--- config.mk ---
export PLATFORM = sky130hd
export DESIGN_NAME = acsr_top
export DESIGN_NICKNAME = d
export VERILOG_FILES = /design/src/design/acsr_pkg.sv /design/src/design/acsr_top.sv /design/src/design/acsr_cmp.sv /design/src/design/acsr_alt.sv
export SDC_FILE = /design/constraint.sdc
export NUM_CORES = 1
export LEC_CHECK = 0
export ABC_CLOCK_PERIOD_IN_PS = 3100
export BUFFER_PORTS_ARGS = -buffer_cell sky130_fd_sc_hd__buf_2
export CORE_MARGIN = 2
export CORE_UTILIZATION = 31
export DETAILED_ROUTE_END_ITERATION = 10
export PLACE_DENSITY = 0.61
export SETUP_SLACK_MARGIN = 0.5
export SLEW_MARGIN = 20
export SYNTH_ARGS = -nofsm -noshare
export SYNTH_HDL_FRONTEND = slang
export SYNTH_SLANG_ARGS = --single-unit
--- constraint.sdc ---
create_clock -name clk_i -period 3.1 [get_ports clk_i]
set_clock_uncertainty 0.05 [all_clocks]
set_input_delay 0.62 -clock clk_i [delete_from_list [all_inputs] [get_ports clk_i]]
set_output_delay 0.62 -clock clk_i [all_outputs]
set_load 0.02 [all_outputs]
--- src/design/acsr_pkg.sv ---
`default_nettype none
package acsr_pkg;

    // ------------------------------------------------------------
    // register byte addresses on the bus
    // ------------------------------------------------------------
    localparam logic [7:0] OFS_SAMPLE_INPUT_SELECT = 8'h00; // set a/b input selections
    localparam logic [7:0] OFS_COMPARE_HIT_HIGH    = 8'h04; // hit map, channels 31:16
    localparam logic [7:0] OFS_COMPARE_HIT_LOW     = 8'h08; // hit map, channels 15:0
    localparam logic [7:0] OFS_SCAN_SELECT_HIGH    = 8'h0c; // scan map, channels 31:16
    localparam logic [7:0] OFS_SCAN_SELECT_LOW     = 8'h10; // scan map, channels 15:0
    localparam logic [7:0] OFS_CHARGE_MEAS_EN_HIGH = 8'h14; // charge enables 31:16
    localparam logic [7:0] OFS_CHARGE_MEAS_EN_LOW  = 8'h18; // charge enables 15:0
    localparam logic [7:0] OFS_CONVERT_CONTROL     = 8'h1c; // alternate enable, compare mode
    localparam logic [7:0] OFS_IRQ_STATUS          = 8'h20; // sticky events, clear on read
    localparam logic [7:0] OFS_IRQ_MASK            = 8'h24; // event enables

    // ------------------------------------------------------------
    // field positions
    // ------------------------------------------------------------
    localparam int NEG_B_LO  = 13; // set_b_negative_select 15:13
    localparam int POS_B_LO  = 8;  // set_b_positive_select 12:8
    localparam int NEG_A_LO  = 5;  // set_a_negative_select 7:5
    localparam int POS_A_LO  = 0;  // set_a_positive_select 4:0
    localparam int NEG_W     = 3;  // negative select width
    localparam int POS_W     = 5;  // positive select width
    localparam int CTRL_ALT  = 0;  // alternate_sample_enable
    localparam int CTRL_CM   = 1;  // compare_mode 2:1
    localparam int CTRL_W    = 3;  // control width
    localparam int EVT_HIT   = 0;  // valid compare match event
    localparam int EVT_DONE  = 1;  // conversion finished event
    localparam int EVT_W     = 2;  // event count

    // ------------------------------------------------------------
    // reset values
    // ------------------------------------------------------------
    localparam logic [15:0] RST_WORD16 = 16'h0000; // all 16-bit registers
    localparam logic [31:0] RST_MAP32  = 32'h0000_0000; // all channel maps

    // compare mode encodings
    typedef enum logic [1:0] {
        ACSR_CM_LESS    = 2'b00,
        ACSR_CM_GREATER = 2'b01,
        ACSR_CM_INSIDE  = 2'b10,
        ACSR_CM_OUTSIDE = 2'b11
    } acsr_cmode_t;

    // byte-lane merge of a write into a 16-bit register
    function automatic logic [15:0] merge16(input logic [15:0] old_v,
                                            input logic [31:0] wdat,
                                            input logic [3:0]  sel);
        logic [15:0] res;
        res = old_v;
        if (sel[0])
        begin
            res[7:0] = wdat[7:0];
        end
        if (sel[1])
        begin
            res[15:8] = wdat[15:8];
        end
        return res;
    endfunction

endpackage
`default_nettype wire

--- src/design/acsr_top.sv ---
// The register offsets and the Wishbone slave port were left to the implementer.
`timescale 1ns/1ps
`default_nettype none
module acsr_top #(
    parameter logic [31:0] IMPL_MASK = 32'hffff_ffff, // implemented channels
    parameter int          RES_W     = 12             // conversion result width
) (
    // clock and reset
    input  wire logic             clk_i,
    input  wire logic             rst_i,
    // wishbone slave
    input  wire logic             cyc_i,
    input  wire logic             stb_i,
    input  wire logic             we_i,
    input  wire logic [7:0]       adr_i,
    input  wire logic [3:0]       sel_i,
    input  wire logic [31:0]      dat_i,
    output logic [31:0]           dat_o,
    output logic                  ack_o,
    // converter core events
    input  wire logic             conv_done_i,
    input  wire logic [4:0]       conv_channel_i,
    input  wire logic [RES_W-1:0] conv_result_i,
    input  wire logic [RES_W-1:0] thresh_lo_i,
    input  wire logic [RES_W-1:0] thresh_hi_i,
    // analog multiplexer steering
    output logic [4:0]            pos_sel_o,
    output logic [2:0]            neg_sel_o,
    output logic                  set_b_active_o,
    output logic                  charge_meas_connect_o,
    output logic [31:0]           channel_scan_select_o,
    output logic [31:0]           channel_charge_meas_enable_o,
    output logic [31:0]           channel_compare_hit_o,
    // interrupt
    output logic                  irq_o
);
    // ------------------------------------------------------------
    // storage
    // ------------------------------------------------------------
    logic [15:0]                 chs_ff;   // sample_input_select
    logic [31:0]                 scan_ff;  // scan map
    logic [31:0]                 ctm_ff;   // charge enable map
    logic [31:0]                 hit_ff;   // compare hit map
    logic [acsr_pkg::CTRL_W-1:0] ctrl_ff;  // alternate enable and compare mode
    logic [acsr_pkg::EVT_W-1:0]  ists_ff;  // sticky events
    logic [acsr_pkg::EVT_W-1:0]  imask_ff; // event mask
    logic                        ack_ff;   // bus answer
    logic [31:0]                 dat_ff;   // read data
    logic                        irq_ff;   // interrupt level
    logic                        conn_ff;  // charge module on current channel

    // ------------------------------------------------------------
    // bus decode
    // ------------------------------------------------------------
    // a request is taken one cycle, answered the next
    wire acc_w = cyc_i && stb_i && !ack_ff;
    wire wr_w  = acc_w && we_i;
    wire rd_w  = acc_w && !we_i;
    wire hit_chs   = adr_i == acsr_pkg::OFS_SAMPLE_INPUT_SELECT;
    wire hit_hh    = adr_i == acsr_pkg::OFS_COMPARE_HIT_HIGH;
    wire hit_hl    = adr_i == acsr_pkg::OFS_COMPARE_HIT_LOW;
    wire hit_sh    = adr_i == acsr_pkg::OFS_SCAN_SELECT_HIGH;
    wire hit_sl    = adr_i == acsr_pkg::OFS_SCAN_SELECT_LOW;
    wire hit_ch    = adr_i == acsr_pkg::OFS_CHARGE_MEAS_EN_HIGH;
    wire hit_cl    = adr_i == acsr_pkg::OFS_CHARGE_MEAS_EN_LOW;
    wire hit_ctrl  = adr_i == acsr_pkg::OFS_CONVERT_CONTROL;
    wire hit_ists  = adr_i == acsr_pkg::OFS_IRQ_STATUS;
    wire hit_imask = adr_i == acsr_pkg::OFS_IRQ_MASK;

    // ------------------------------------------------------------
    // compare and alternation
    // ------------------------------------------------------------
    wire match_w; // result meets the compare mode
    wire [1:0] cmode_w = ctrl_ff[acsr_pkg::CTRL_CM +: 2];
    wire       alt_w   = ctrl_ff[acsr_pkg::CTRL_ALT];

    acsr_cmp #(
        .RES_W (RES_W)
    ) u_cmp (
        .mode_i   (cmode_w),
        .result_i (conv_result_i),
        .lo_i     (thresh_lo_i),
        .hi_i     (thresh_hi_i),
        .match_o  (match_w)
    );

    acsr_alt u_alt (
        .clk_i       (clk_i),
        .rst_i       (rst_i),
        .alt_en_i    (alt_w),
        .conv_done_i (conv_done_i),
        .sel_word_i  (chs_ff),
        .pos_sel_o   (pos_sel_o),
        .neg_sel_o   (neg_sel_o),
        .set_b_o     (set_b_active_o)
    );

    // ------------------------------------------------------------
    // next values of the channel maps
    // ------------------------------------------------------------
    // absent channels never store a one
    wire [31:0] nxt_scan = IMPL_MASK & {
        (wr_w && hit_sh) ? acsr_pkg::merge16(scan_ff[31:16], dat_i, sel_i) : scan_ff[31:16],
        (wr_w && hit_sl) ? acsr_pkg::merge16(scan_ff[15:0], dat_i, sel_i)  : scan_ff[15:0]};
    wire [15:0] nxt_ctm_h = (wr_w && hit_ch) ? acsr_pkg::merge16(ctm_ff[31:16], dat_i, sel_i)
                                             : ctm_ff[31:16];
    wire [15:0] nxt_ctm_l = (wr_w && hit_cl) ? acsr_pkg::merge16(ctm_ff[15:0], dat_i, sel_i)
                                             : ctm_ff[15:0];
    // charge enables of absent channels held at zero
    wire [31:0] nxt_ctm = IMPL_MASK & {nxt_ctm_h, nxt_ctm_l};

    // every positive code is stored; the core maps codes beyond the
    // external inputs to its internal sources
    wire [15:0] nxt_chs = (wr_w && hit_chs) ? acsr_pkg::merge16(chs_ff, dat_i, sel_i) : chs_ff;

    // control word holds alternate enable and compare mode
    wire [15:0] ctrl_m  = acsr_pkg::merge16({13'h0, ctrl_ff}, dat_i, sel_i);
    wire [acsr_pkg::CTRL_W-1:0] nxt_ctrl = (wr_w && hit_ctrl) ? ctrl_m[acsr_pkg::CTRL_W-1:0]
                                                              : ctrl_ff;
    wire [15:0] mask_m  = acsr_pkg::merge16({14'h0, imask_ff}, dat_i, sel_i);
    wire [acsr_pkg::EVT_W-1:0] nxt_imask = (wr_w && hit_imask) ? mask_m[acsr_pkg::EVT_W-1:0]
                                                               : imask_ff;

    // ------------------------------------------------------------
    // compare hits
    // ------------------------------------------------------------
    // valid match on a finished conversion marks its channel
    wire        hit_evt  = conv_done_i && match_w;
    wire [31:0] hit_set  = IMPL_MASK & ({31'h0, hit_evt} << conv_channel_i);
    // a read of a hit word clears it, a simultaneous set wins
    wire [31:0] hit_clr  = {{16{rd_w && hit_hh}}, {16{rd_w && hit_hl}}};
    wire [31:0] nxt_hit  = (hit_ff & ~hit_clr) | hit_set;

    // ------------------------------------------------------------
    // interrupt events
    // ------------------------------------------------------------
    wire [acsr_pkg::EVT_W-1:0] evt_w    = {conv_done_i, hit_evt};
    wire [acsr_pkg::EVT_W-1:0] ists_clr = {acsr_pkg::EVT_W{rd_w && hit_ists}};
    wire [acsr_pkg::EVT_W-1:0] nxt_ists = (ists_ff & ~ists_clr) | evt_w;

    // ------------------------------------------------------------
    // read mux
    // ------------------------------------------------------------
    wire [15:0] rd_mux = hit_chs   ? chs_ff :
                         hit_hh    ? hit_ff[31:16] :
                         hit_hl    ? hit_ff[15:0] :
                         hit_sh    ? scan_ff[31:16] :
                         hit_sl    ? scan_ff[15:0] :
                         hit_ch    ? ctm_ff[31:16] :
                         hit_cl    ? ctm_ff[15:0] :
                         hit_ctrl  ? {13'h0, ctrl_ff} :
                         hit_ists  ? {14'h0, ists_ff} :
                         hit_imask ? {14'h0, imask_ff} : 16'h0000;

    // ------------------------------------------------------------
    // configuration registers
    // ------------------------------------------------------------
    // power-on values are zero
    always_ff @(posedge clk_i)
    begin
        if (rst_i)
        begin
            chs_ff   <= acsr_pkg::RST_WORD16;
            scan_ff  <= acsr_pkg::RST_MAP32;
            ctm_ff   <= acsr_pkg::RST_MAP32;
            ctrl_ff  <= '0;
            imask_ff <= '0;
        end
        else
        begin
            chs_ff   <= nxt_chs;
            scan_ff  <= nxt_scan;
            ctm_ff   <= nxt_ctm;
            ctrl_ff  <= nxt_ctrl;
            imask_ff <= nxt_imask;
        end
    end

    // status: hit map and sticky events
    always_ff @(posedge clk_i)
    begin
        if (rst_i)
        begin
            hit_ff  <= acsr_pkg::RST_MAP32;
            ists_ff <= '0;
        end
        else
        begin
            hit_ff  <= nxt_hit;
            ists_ff <= nxt_ists;
        end
    end

    // bus answer, every address acknowledged, unmapped reads zero
    always_ff @(posedge clk_i)
    begin
        if (rst_i)
        begin
            ack_ff <= 1'b0;
            dat_ff <= 32'h0000_0000;
        end
        else
        begin
            ack_ff <= acc_w;
            dat_ff <= rd_w ? {16'h0000, rd_mux} : 32'h0000_0000;
        end
    end

    // interrupt level and charge module connection
    always_ff @(posedge clk_i)
    begin
        if (rst_i)
        begin
            irq_ff  <= 1'b0;
            conn_ff <= 1'b0;
        end
        else
        begin
            irq_ff  <= |(nxt_ists & nxt_imask);
            // connect only when the selected channel is enabled
            conn_ff <= ctm_ff[pos_sel_o];
        end
    end

    // ------------------------------------------------------------
    // outputs
    // ------------------------------------------------------------
    assign ack_o                        = ack_ff;
    assign dat_o                        = dat_ff;
    assign irq_o                        = irq_ff;
    assign charge_meas_connect_o        = conn_ff;
    assign channel_scan_select_o        = scan_ff;
    assign channel_charge_meas_enable_o = ctm_ff;
    assign channel_compare_hit_o        = hit_ff;
endmodule
`default_nettype wire

--- src/design/acsr_cmp.sv ---
`timescale 1ns/1ps
`default_nettype none
// threshold compare of one conversion result
module acsr_cmp #(
    parameter int RES_W = 12
) (
    // compare inputs
    input  wire logic [1:0]       mode_i,
    input  wire logic [RES_W-1:0] result_i,
    input  wire logic [RES_W-1:0] lo_i,
    input  wire logic [RES_W-1:0] hi_i,
    // verdict
    output logic                  match_o
);
    // ------------------------------------------------------------
    // relations
    // ------------------------------------------------------------
    wire lt_w  = result_i < lo_i;                     // below buffer value
    wire gt_w  = result_i > lo_i;                     // above buffer value
    wire in_w  = (result_i >= lo_i) && (result_i <= hi_i); // inside pair, ends included
    wire out_w = (result_i < lo_i) || (result_i > hi_i);   // outside pair

    assign match_o = (mode_i == acsr_pkg::ACSR_CM_LESS)    ? lt_w :
                     (mode_i == acsr_pkg::ACSR_CM_GREATER) ? gt_w :
                     (mode_i == acsr_pkg::ACSR_CM_INSIDE)  ? in_w : out_w;
endmodule
`default_nettype wire

--- src/design/acsr_alt.sv ---
`timescale 1ns/1ps
`default_nettype none
// picks set a or set b selections for the analog multiplexers
module acsr_alt (
    // clock and reset
    input  wire logic       clk_i,
    input  wire logic       rst_i,
    // control
    input  wire logic       alt_en_i,
    input  wire logic       conv_done_i,
    input  wire logic [15:0] sel_word_i,
    // multiplexer steering
    output logic [4:0]      pos_sel_o,
    output logic [2:0]      neg_sel_o,
    output logic            set_b_o
);
    // ------------------------------------------------------------
    // field extraction
    // ------------------------------------------------------------
    // set a positive field
    wire [4:0] pos_a_w = sel_word_i[acsr_pkg::POS_A_LO +: acsr_pkg::POS_W];
    wire [2:0] neg_a_w = sel_word_i[acsr_pkg::NEG_A_LO +: acsr_pkg::NEG_W];
    wire [4:0] pos_b_w = sel_word_i[acsr_pkg::POS_B_LO +: acsr_pkg::POS_W];
    wire [2:0] neg_b_w = sel_word_i[acsr_pkg::NEG_B_LO +: acsr_pkg::NEG_W];

    logic set_b_ff; // set b in use for the next sample
    // toggle after each conversion when alternating
    wire nxt_set_b = alt_en_i ? (set_b_ff ^ conv_done_i) : 1'b0;

    // sample set phase
    always_ff @(posedge clk_i)
    begin
        if (rst_i)
            set_b_ff <= 1'b0;
        else
            set_b_ff <= nxt_set_b;
    end

    // registered multiplexer codes
    always_ff @(posedge clk_i)
    begin
        if (rst_i)
        begin
            pos_sel_o <= 5'h00;
            neg_sel_o <= 3'h0;
        end
        else
        begin
            pos_sel_o <= nxt_set_b ? pos_b_w : pos_a_w;
            neg_sel_o <= nxt_set_b ? neg_b_w : neg_a_w;
        end
    end
    assign set_b_o = set_b_ff;
endmodule
`default_nettype wire

# Word-level counts from Yosys, hierarchy flattened
# Cells that the tools add are included.
[op_classes]
div = 0
shift = 1
order_cmp = 6
n_bitwise = 9
muxes = 20
n_reduce_logical = 34
eq_ne = 11
n_addsub = 0
multipliers = 0
[ops]
columns = ["operator", "n"]
rows = [
  ["two-way mux 16 bit", 7],
  ["AND 32 bit", 1],
  ["equality test 8 x 5 -> 1 bit (second input constant)", 4],
  ["inverter 32 bit", 1],
  ["OR 32 bit", 1],
  ["left shift 1 x 5 -> 32 bit", 1],
  ["greater-than comparator 12 bit", 2],
  ["AND reduction 2 bit", 11],
  ["equality test 8 x 4 -> 1 bit (second input constant)", 2],
  ["equality test 8 x 6 -> 1 bit (second input constant)", 2],
  ["logical AND 1 bit", 16],
  ["greater-or-equal comparator 12 bit", 1],
  ["<= comparator 12 bit", 1],
  ["< comparator 12 bit", 1],
  ["equality test 8 x 3 -> 1 bit (second input constant)", 1],
  ["logical NOT 8 bit", 1],
  ["two-way mux 2 bit", 4],
  ["< comparator 5 x 6 -> 1 bit (second input constant)", 1],
  ["two-way mux 3 bit", 2],
  ["binary-select mux 1 bit (select 5 bit)", 1],
  ["two-way mux 1 bit", 5],
  ["two-way mux 5 bit", 1],
  ["AND 2 bit", 2],
  ["OR reduction 2 bit", 2],
  ["other kinds (9)", 10],
]
[word_totals]
latchBits = 0
elab_cells = 103
reg_bits = 163
mem_bits_ro = 0
in_bits = 91
mem_count = 0
ramBits = 0

# Depth between registers and ports, before layout
[logic_depth]
depth_word = 11
mapped_depth = 10
ltp_nobuf = 9

# Modules after synthesis
# Synthesis repeated with hierarchy kept, for this count alone.
[hier_totals]
hier_cells = 855
area_unflattened_um2 = 7440.9
[modules_own_cells]
columns = ["module", "area_per_inst_um2", "cells_per_inst", "seq_area_each_um2", "n_inst"]
rows = [
  ["acsr_top", 6387.4, 726, 2762.6, 1],
  ["acsr_cmp", 668.1, 90, 0.0, 1],
  ["acsr_alt", 385.4, 39, 180.2, 1],
]

# Worst setup path after synthesis
# Ideal clock, no wire load.
[synth_timing]
path_kind = "input to register"
startpoint = "in thresh_lo_i[1]"
endpoint = "reg hit_ff[17], in the netlist channel_compare_hit_o[17]"
setup_time_ns = 0.067
t_arrival_ns = 2.422
path_stages = 10
setup_slack_ns = 0.560
cell_sequence = "inv_1 ha_1 nor2b_1 o211ai_2 a21oi_2 or4_1 a311oi_2 nand2_2 buf_6 o21ai_2"
[synth_via]
elab_chain_len = 8
elab_cells_between_ends = 11
[synth_lines]
columns = ["element", "line_no", "source"]
rows = [
  ["start, declared", "acsr_top.sv:24", "input wire logic [RES_W-1:0] thresh_lo_i,"],
  ["< comparator 12 bit / greater-or-equal comparator 12 bit (equally long branches)", "acsr_cmp.sv:18, acsr_cmp.sv:21, acsr_cmp.sv:20", ""],
  ["logical OR 1 bit / logical AND 1 bit (equally long branches)", "acsr_cmp.sv:21, acsr_cmp.sv:20", ""],
  ["two-way mux 1 bit", "acsr_cmp.sv:25", "(mode_i == acsr_pkg::ACSR_CM_INSIDE) ? in_w : out_w;"],
  ["two-way mux 1 bit", "acsr_cmp.sv:24", "(mode_i == acsr_pkg::ACSR_CM_GREATER) ? gt_w :"],
  ["two-way mux 1 bit *", "acsr_cmp.sv:23", "assign match_o = (mode_i == acsr_pkg::ACSR_CM_LESS) ? lt_w :"],
  ["logical AND 1 bit *", "acsr_top.sv:128", "wire hit_evt = conv_done_i && match_w;"],
  ["left shift 1 x 5 -> 32 bit *", "acsr_top.sv:129", "wire [31:0] hit_set = IMPL_MASK & ({31'h0, hit_evt} << conv_channel_i);"],
  ["OR 32 bit *", "acsr_top.sv:132", "wire [31:0] nxt_hit = (hit_ff & ~hit_clr) | hit_set;"],
  ["end signal, assigned", "acsr_top.sv:184", "hit_ff <= acsr_pkg::RST_MAP32;"],
  ["end signal, assigned", "acsr_top.sv:189", "hit_ff <= nxt_hit;"],
  ["end, declared", "acsr_top.sv:43", "logic [31:0] hit_ff;"],
]
# Mark *: on every way between the ends. The rest lies on a longest branch, timed or not.
# A chain may end at the register's enable or synchronous reset.

# Worst setup path after layout
[layout_timing]
startpoint = "in conv_result_i[1]"
endpoint = "reg hit_ff[24], in the netlist channel_compare_hit_o[24]"
[layout_via]
elab_chain_len = 8
elab_cells_between_ends = 13
[layout_lines]
columns = ["element", "line_no", "source"]
rows = [
  ["start, declared", "acsr_top.sv:23", "input wire logic [RES_W-1:0] conv_result_i,"],
  ["< comparator 12 bit (tied with other cells)", "acsr_cmp.sv:18, acsr_cmp.sv:21", ""],
  ["logical OR 1 bit / logical AND 1 bit (equally long branches)", "acsr_cmp.sv:21, acsr_cmp.sv:20", ""],
  ["two-way mux 1 bit", "acsr_cmp.sv:25", ""],
  ["two-way mux 1 bit", "acsr_cmp.sv:24", ""],
  ["two-way mux 1 bit *", "acsr_cmp.sv:23", ""],
  ["logical AND 1 bit *", "acsr_top.sv:128", ""],
  ["left shift 1 x 5 -> 32 bit *", "acsr_top.sv:129", ""],
  ["OR 32 bit *", "acsr_top.sv:132", ""],
]
# Marks and branches as above.

==> flow_summary.json <==
{
  "synth_edf_count": 0,
  "first_pass_iters": 5,
  "avgRoutedWirePerCell_um": 18.2,
  "post-route-min-period_ps": 2490,
  "cts_made_buffers": 17,
  "worst_slack_ps": 607,
  "holdPathEnd": "channel_compare_hit_o[16]",
  "fmax_ghz": 0.401,
  "cellLeakagePower_nw": 4.33,
  "coreArea_um2": 23300,
  "cp.arrival_ps": 2810,
  "die_h_um": 157,
  "overflow": 0,
  "drt_iter0_markers": 425,
  "track_usage": 0.200,
  "final.fill_count": 2396,
  "async_flop_share": 0,
  "yosysTopAreaCell": "dfxtp_1",
  "crit_required_ps": 3410,
  "reg2regPathDepth": 5,
  "r2r-start": "ack_o",
  "hold_class": "flop to flop",
  "pwr-share-seq": 0.442,
  "setup_viol": 0,
  "critPathKind": "primary input to flop",
  "status": "complete, no violations",
  "rsz0062_at_grt": "no",
  "hpwlAfterDp_mm": 19.0,
  "grt_max_degree": 42,
  "ys_warn_count": 0,
  "synthFlopType": "dfxtp_1",
  "post-route-period-util": 0.804,
  "drv_cap": 0,
  "drc": 0,
  "nets": 1134,
  "critPathMaxFanout": 21,
  "peakVddDrop_uv": 335,
  "avgSynthCellArea_um2": 8.79,
  "clockBufferDepth": 2,
  "synth-seq-area-share": 0.405,
  "antenna_found_initial": 3,
  "die_x_um": 157,
  "post-place-ws_ps": 189,
  "cp-start-kind": "primary input",
  "cts.sinks": 147,
  "slew_viol_final": 0,
  "vias": 6817,
  "hold_depth": 2,
  "grt_pass1_vias": 6488,
  "power_density_nw_per_um2": 468,
  "initial_core_util": 0.313,
  "dp.cells": 1319,
  "post-route-util": 0.396,
  "r2r_setup_slack_ps": 870,
  "power_w": 0.00431,
  "fin_cells": 1352,
  "num_rows": 56,
  "p_int_w": 0.00327,
  "ys_seq_elements": 147,
  "relSlewSlack": 0.513,
  "report.final.hold_viol_count": 0,
  "routed_wl_mm": 24.6,
  "worst_pin_slew_ps": 724,
  "tns_ps": 0,
  "clkTransAtPathRegs_ps": 60,
  "drive_gt1_frac": 0.299,
  "root_buffer": "clkbuf_16",
  "syn-cell-area_um2": 7270,
  "critPathCaptureType": "flop",
  "min-delay-start": "channel_compare_hit_o[16]",
  "grt_pass1_wl_mm": 37.1,
  "routabilityCongestion": 0.946,
  "synthTopCellsByArea": "dfxtp_1, mux2i_1, nand2_1",
  "syn_to_final_growth_pct": 26.6,
  "synth_cells": 827,
  "netSwitchingPower_w": 0.00103,
  "viasPerCell": 5.04,
  "clkLatencyLatePin_ps": 430,
  "switching_share": 0.240,
  "synthDominantCellAreaShare": 0.405,
  "dieArea_um2": 24700,
  "yosysUniqueCellTypes": 54,
  "cts_tree": "yes",
  "clkPwrFrac": 0.481,
  "r2r_end": "channel_scan_select_o[6]",
  "drtAntennaViolNets": 0,
  "io_pins": 231,
  "htree_levels": 4,
  "pwr-share-comb": 0.077,
  "io_buffers": 196,
  "cts_setup_buffers": 0
}
## layout by cell type, fill, tap and decap left out, types with 2 or more instances in the layout
cell        synthesis  final
nor3_1              5      5
mux2i_1            78     78
mux2_2              5      5
nor2_1             85     85
clkbuf_16           0     17
nor4_1              4      4
a31oi_1             2      2
a221oi_1            6      6
o21ai_0            16     16
dfxtp_1           147    147
conb_1              1     16
nand2b_1            4      4
a21oi_1            60     60
o22ai_1            11     11
nand2_1           105    105
inv_1              29     29
nor4b_1             3      2
o21a_1              2      2
and2_1              4      4
mux4_2             11     11
and3_1              6      6
buf_4              16     26
buf_12              0      2
clkinv_2            0      6
nor2b_1            12     12
nand3_1            51     51
a22oi_1            24     24
o21ai_2            29     29
ha_1               24     24
nand3b_1            9      9
bufinv_16           0      2
buf_2               9    195
clkinvlp_4          0      2
clkbuf_8            0      4
nand4_1             6      6
## per-layer routing
layer | wire length (um) | GRT usage
met4 | 593 | 0.0714
met3 | 1730 | 0.0463
met1 | 10300 | 0.245
met5 | 27 | 0
met2 | 12000 | 0.343
## worst max-delay path by stage
| stage | start | to | slack (ps) | cells after the start |
|---|---|---|---|---|
| final | conv_result_i[1] | channel_compare_hit_o[24] | 610 | 11 |
| after global routing | conv_result_i[7] | channel_compare_hit_o[24] | 510 | 11 |
| after CTS | conv_result_i[1] | channel_compare_hit_o[24] | 630 | 11 |
| after detailed placement | conv_result_i[1] | channel_compare_hit_o[24] | 190 | 11 |
| after global placement | conv_result_i[10] | channel_compare_hit_o[25] | 210 | 11 |
| after floorplan | thresh_lo_i[1] | channel_compare_hit_o[17] | 560 | 10 |
## metrics by stage
stage / instance area (um2) / hold slack [ps]
2_1_floorplan: 7330 / 395
6_report: 9200 / 427
3_5_place_dp: 8600 / 418
5_1_grt: 9200 / 440
3_3_place_gp: 8600 / 404
4_1_cts: 9190 / 427
## cell usage after synthesis (all sizes together) (12+ instances only)
| master | instances |
|---|---|
| clkbuf | 31 |
| inv | 29 |
| buf | 34 |
| nor2b | 12 |
| a21oi | 62 |
| a22oi | 24 |
| ha | 24 |
| nor2 | 85 |
| dfxtp | 147 |
| o21ai | 45 |
| mux2i | 78 |
| nand3 | 51 |
| nand2 | 106 |
## what timing repair did
item,4_1_cts,5_1_grt
resized for setup,0,1
hold buffers,0,0
endpoints found under the setup margin,0,6
## cells by family (layout without fill, tap and decap cells)
family / Yosys count / after routing / share of synthesized area
AOI/OAI and AO/OA: 164 / 164 / 0.150
buffers and inverters: 94 / 284 / 0.0614
muxes: 94 / 94 / 0.149
adders and majority gates: 24 / 24 / 0.0413
DFF: 147 / 147 / 0.405
xor gates and xnor gates: 1 / 1 / 0.00121
other: 1 / 17 / 0.000516
and+or+nand+nor: 302 / 302 / 0.192
## worst max-delay path, cell delays in order
cell      delay, ps
buf_2           110
ha_1            300
nor2b_1         140
o211ai_2        190
a21oi_4          90
or4_1           480
a311oi_2        290
nand2_2         100
buf_12          170
buf_4           170
o21ai_2         120
## area by class of cell
class                   count  area [um2]  share of cell area
flip-flops and latches    147        2940               0.320
clock inverters            10         105              0.0114
clock buffers              22         484              0.0526
multi-input cells         601        3950               0.429
inverters                  29         109              0.0118
well taps                 319         399              0.0434
repair buffers            223        1210               0.132
diodes                      1        2.50            0.000272
## power groups by stage
stage	logic [W]	registers, W	clock network (W)
6_report	0.000331	0.00190	0.00207
4_1_cts	0.000331	0.00190	0.00209
2_1_floorplan	0.000199	0.00195	0
5_1_grt	0.000364	0.00190	0.00218
3_3_place_gp	0.000327	0.00195	0
3_5_place_dp	0.000330	0.00195	0
## sequential cells by signal, indices dropped and copies added (netlist names)
register	count
u_alt.neg_sel_o	3
channel_compare_hit_o	32
u_alt.pos_sel_o	5
u_alt.set_b_o	1
channel_charge_meas_enable_o	32
ack_o	1
imask_ff	2
irq_o	1
dat_o	16
chs_ff	16
ists_ff	2
ctrl_ff	3
charge_meas_connect_o	1
channel_scan_select_o	32
Note: power is estimated with default switching activity, not from simulation.
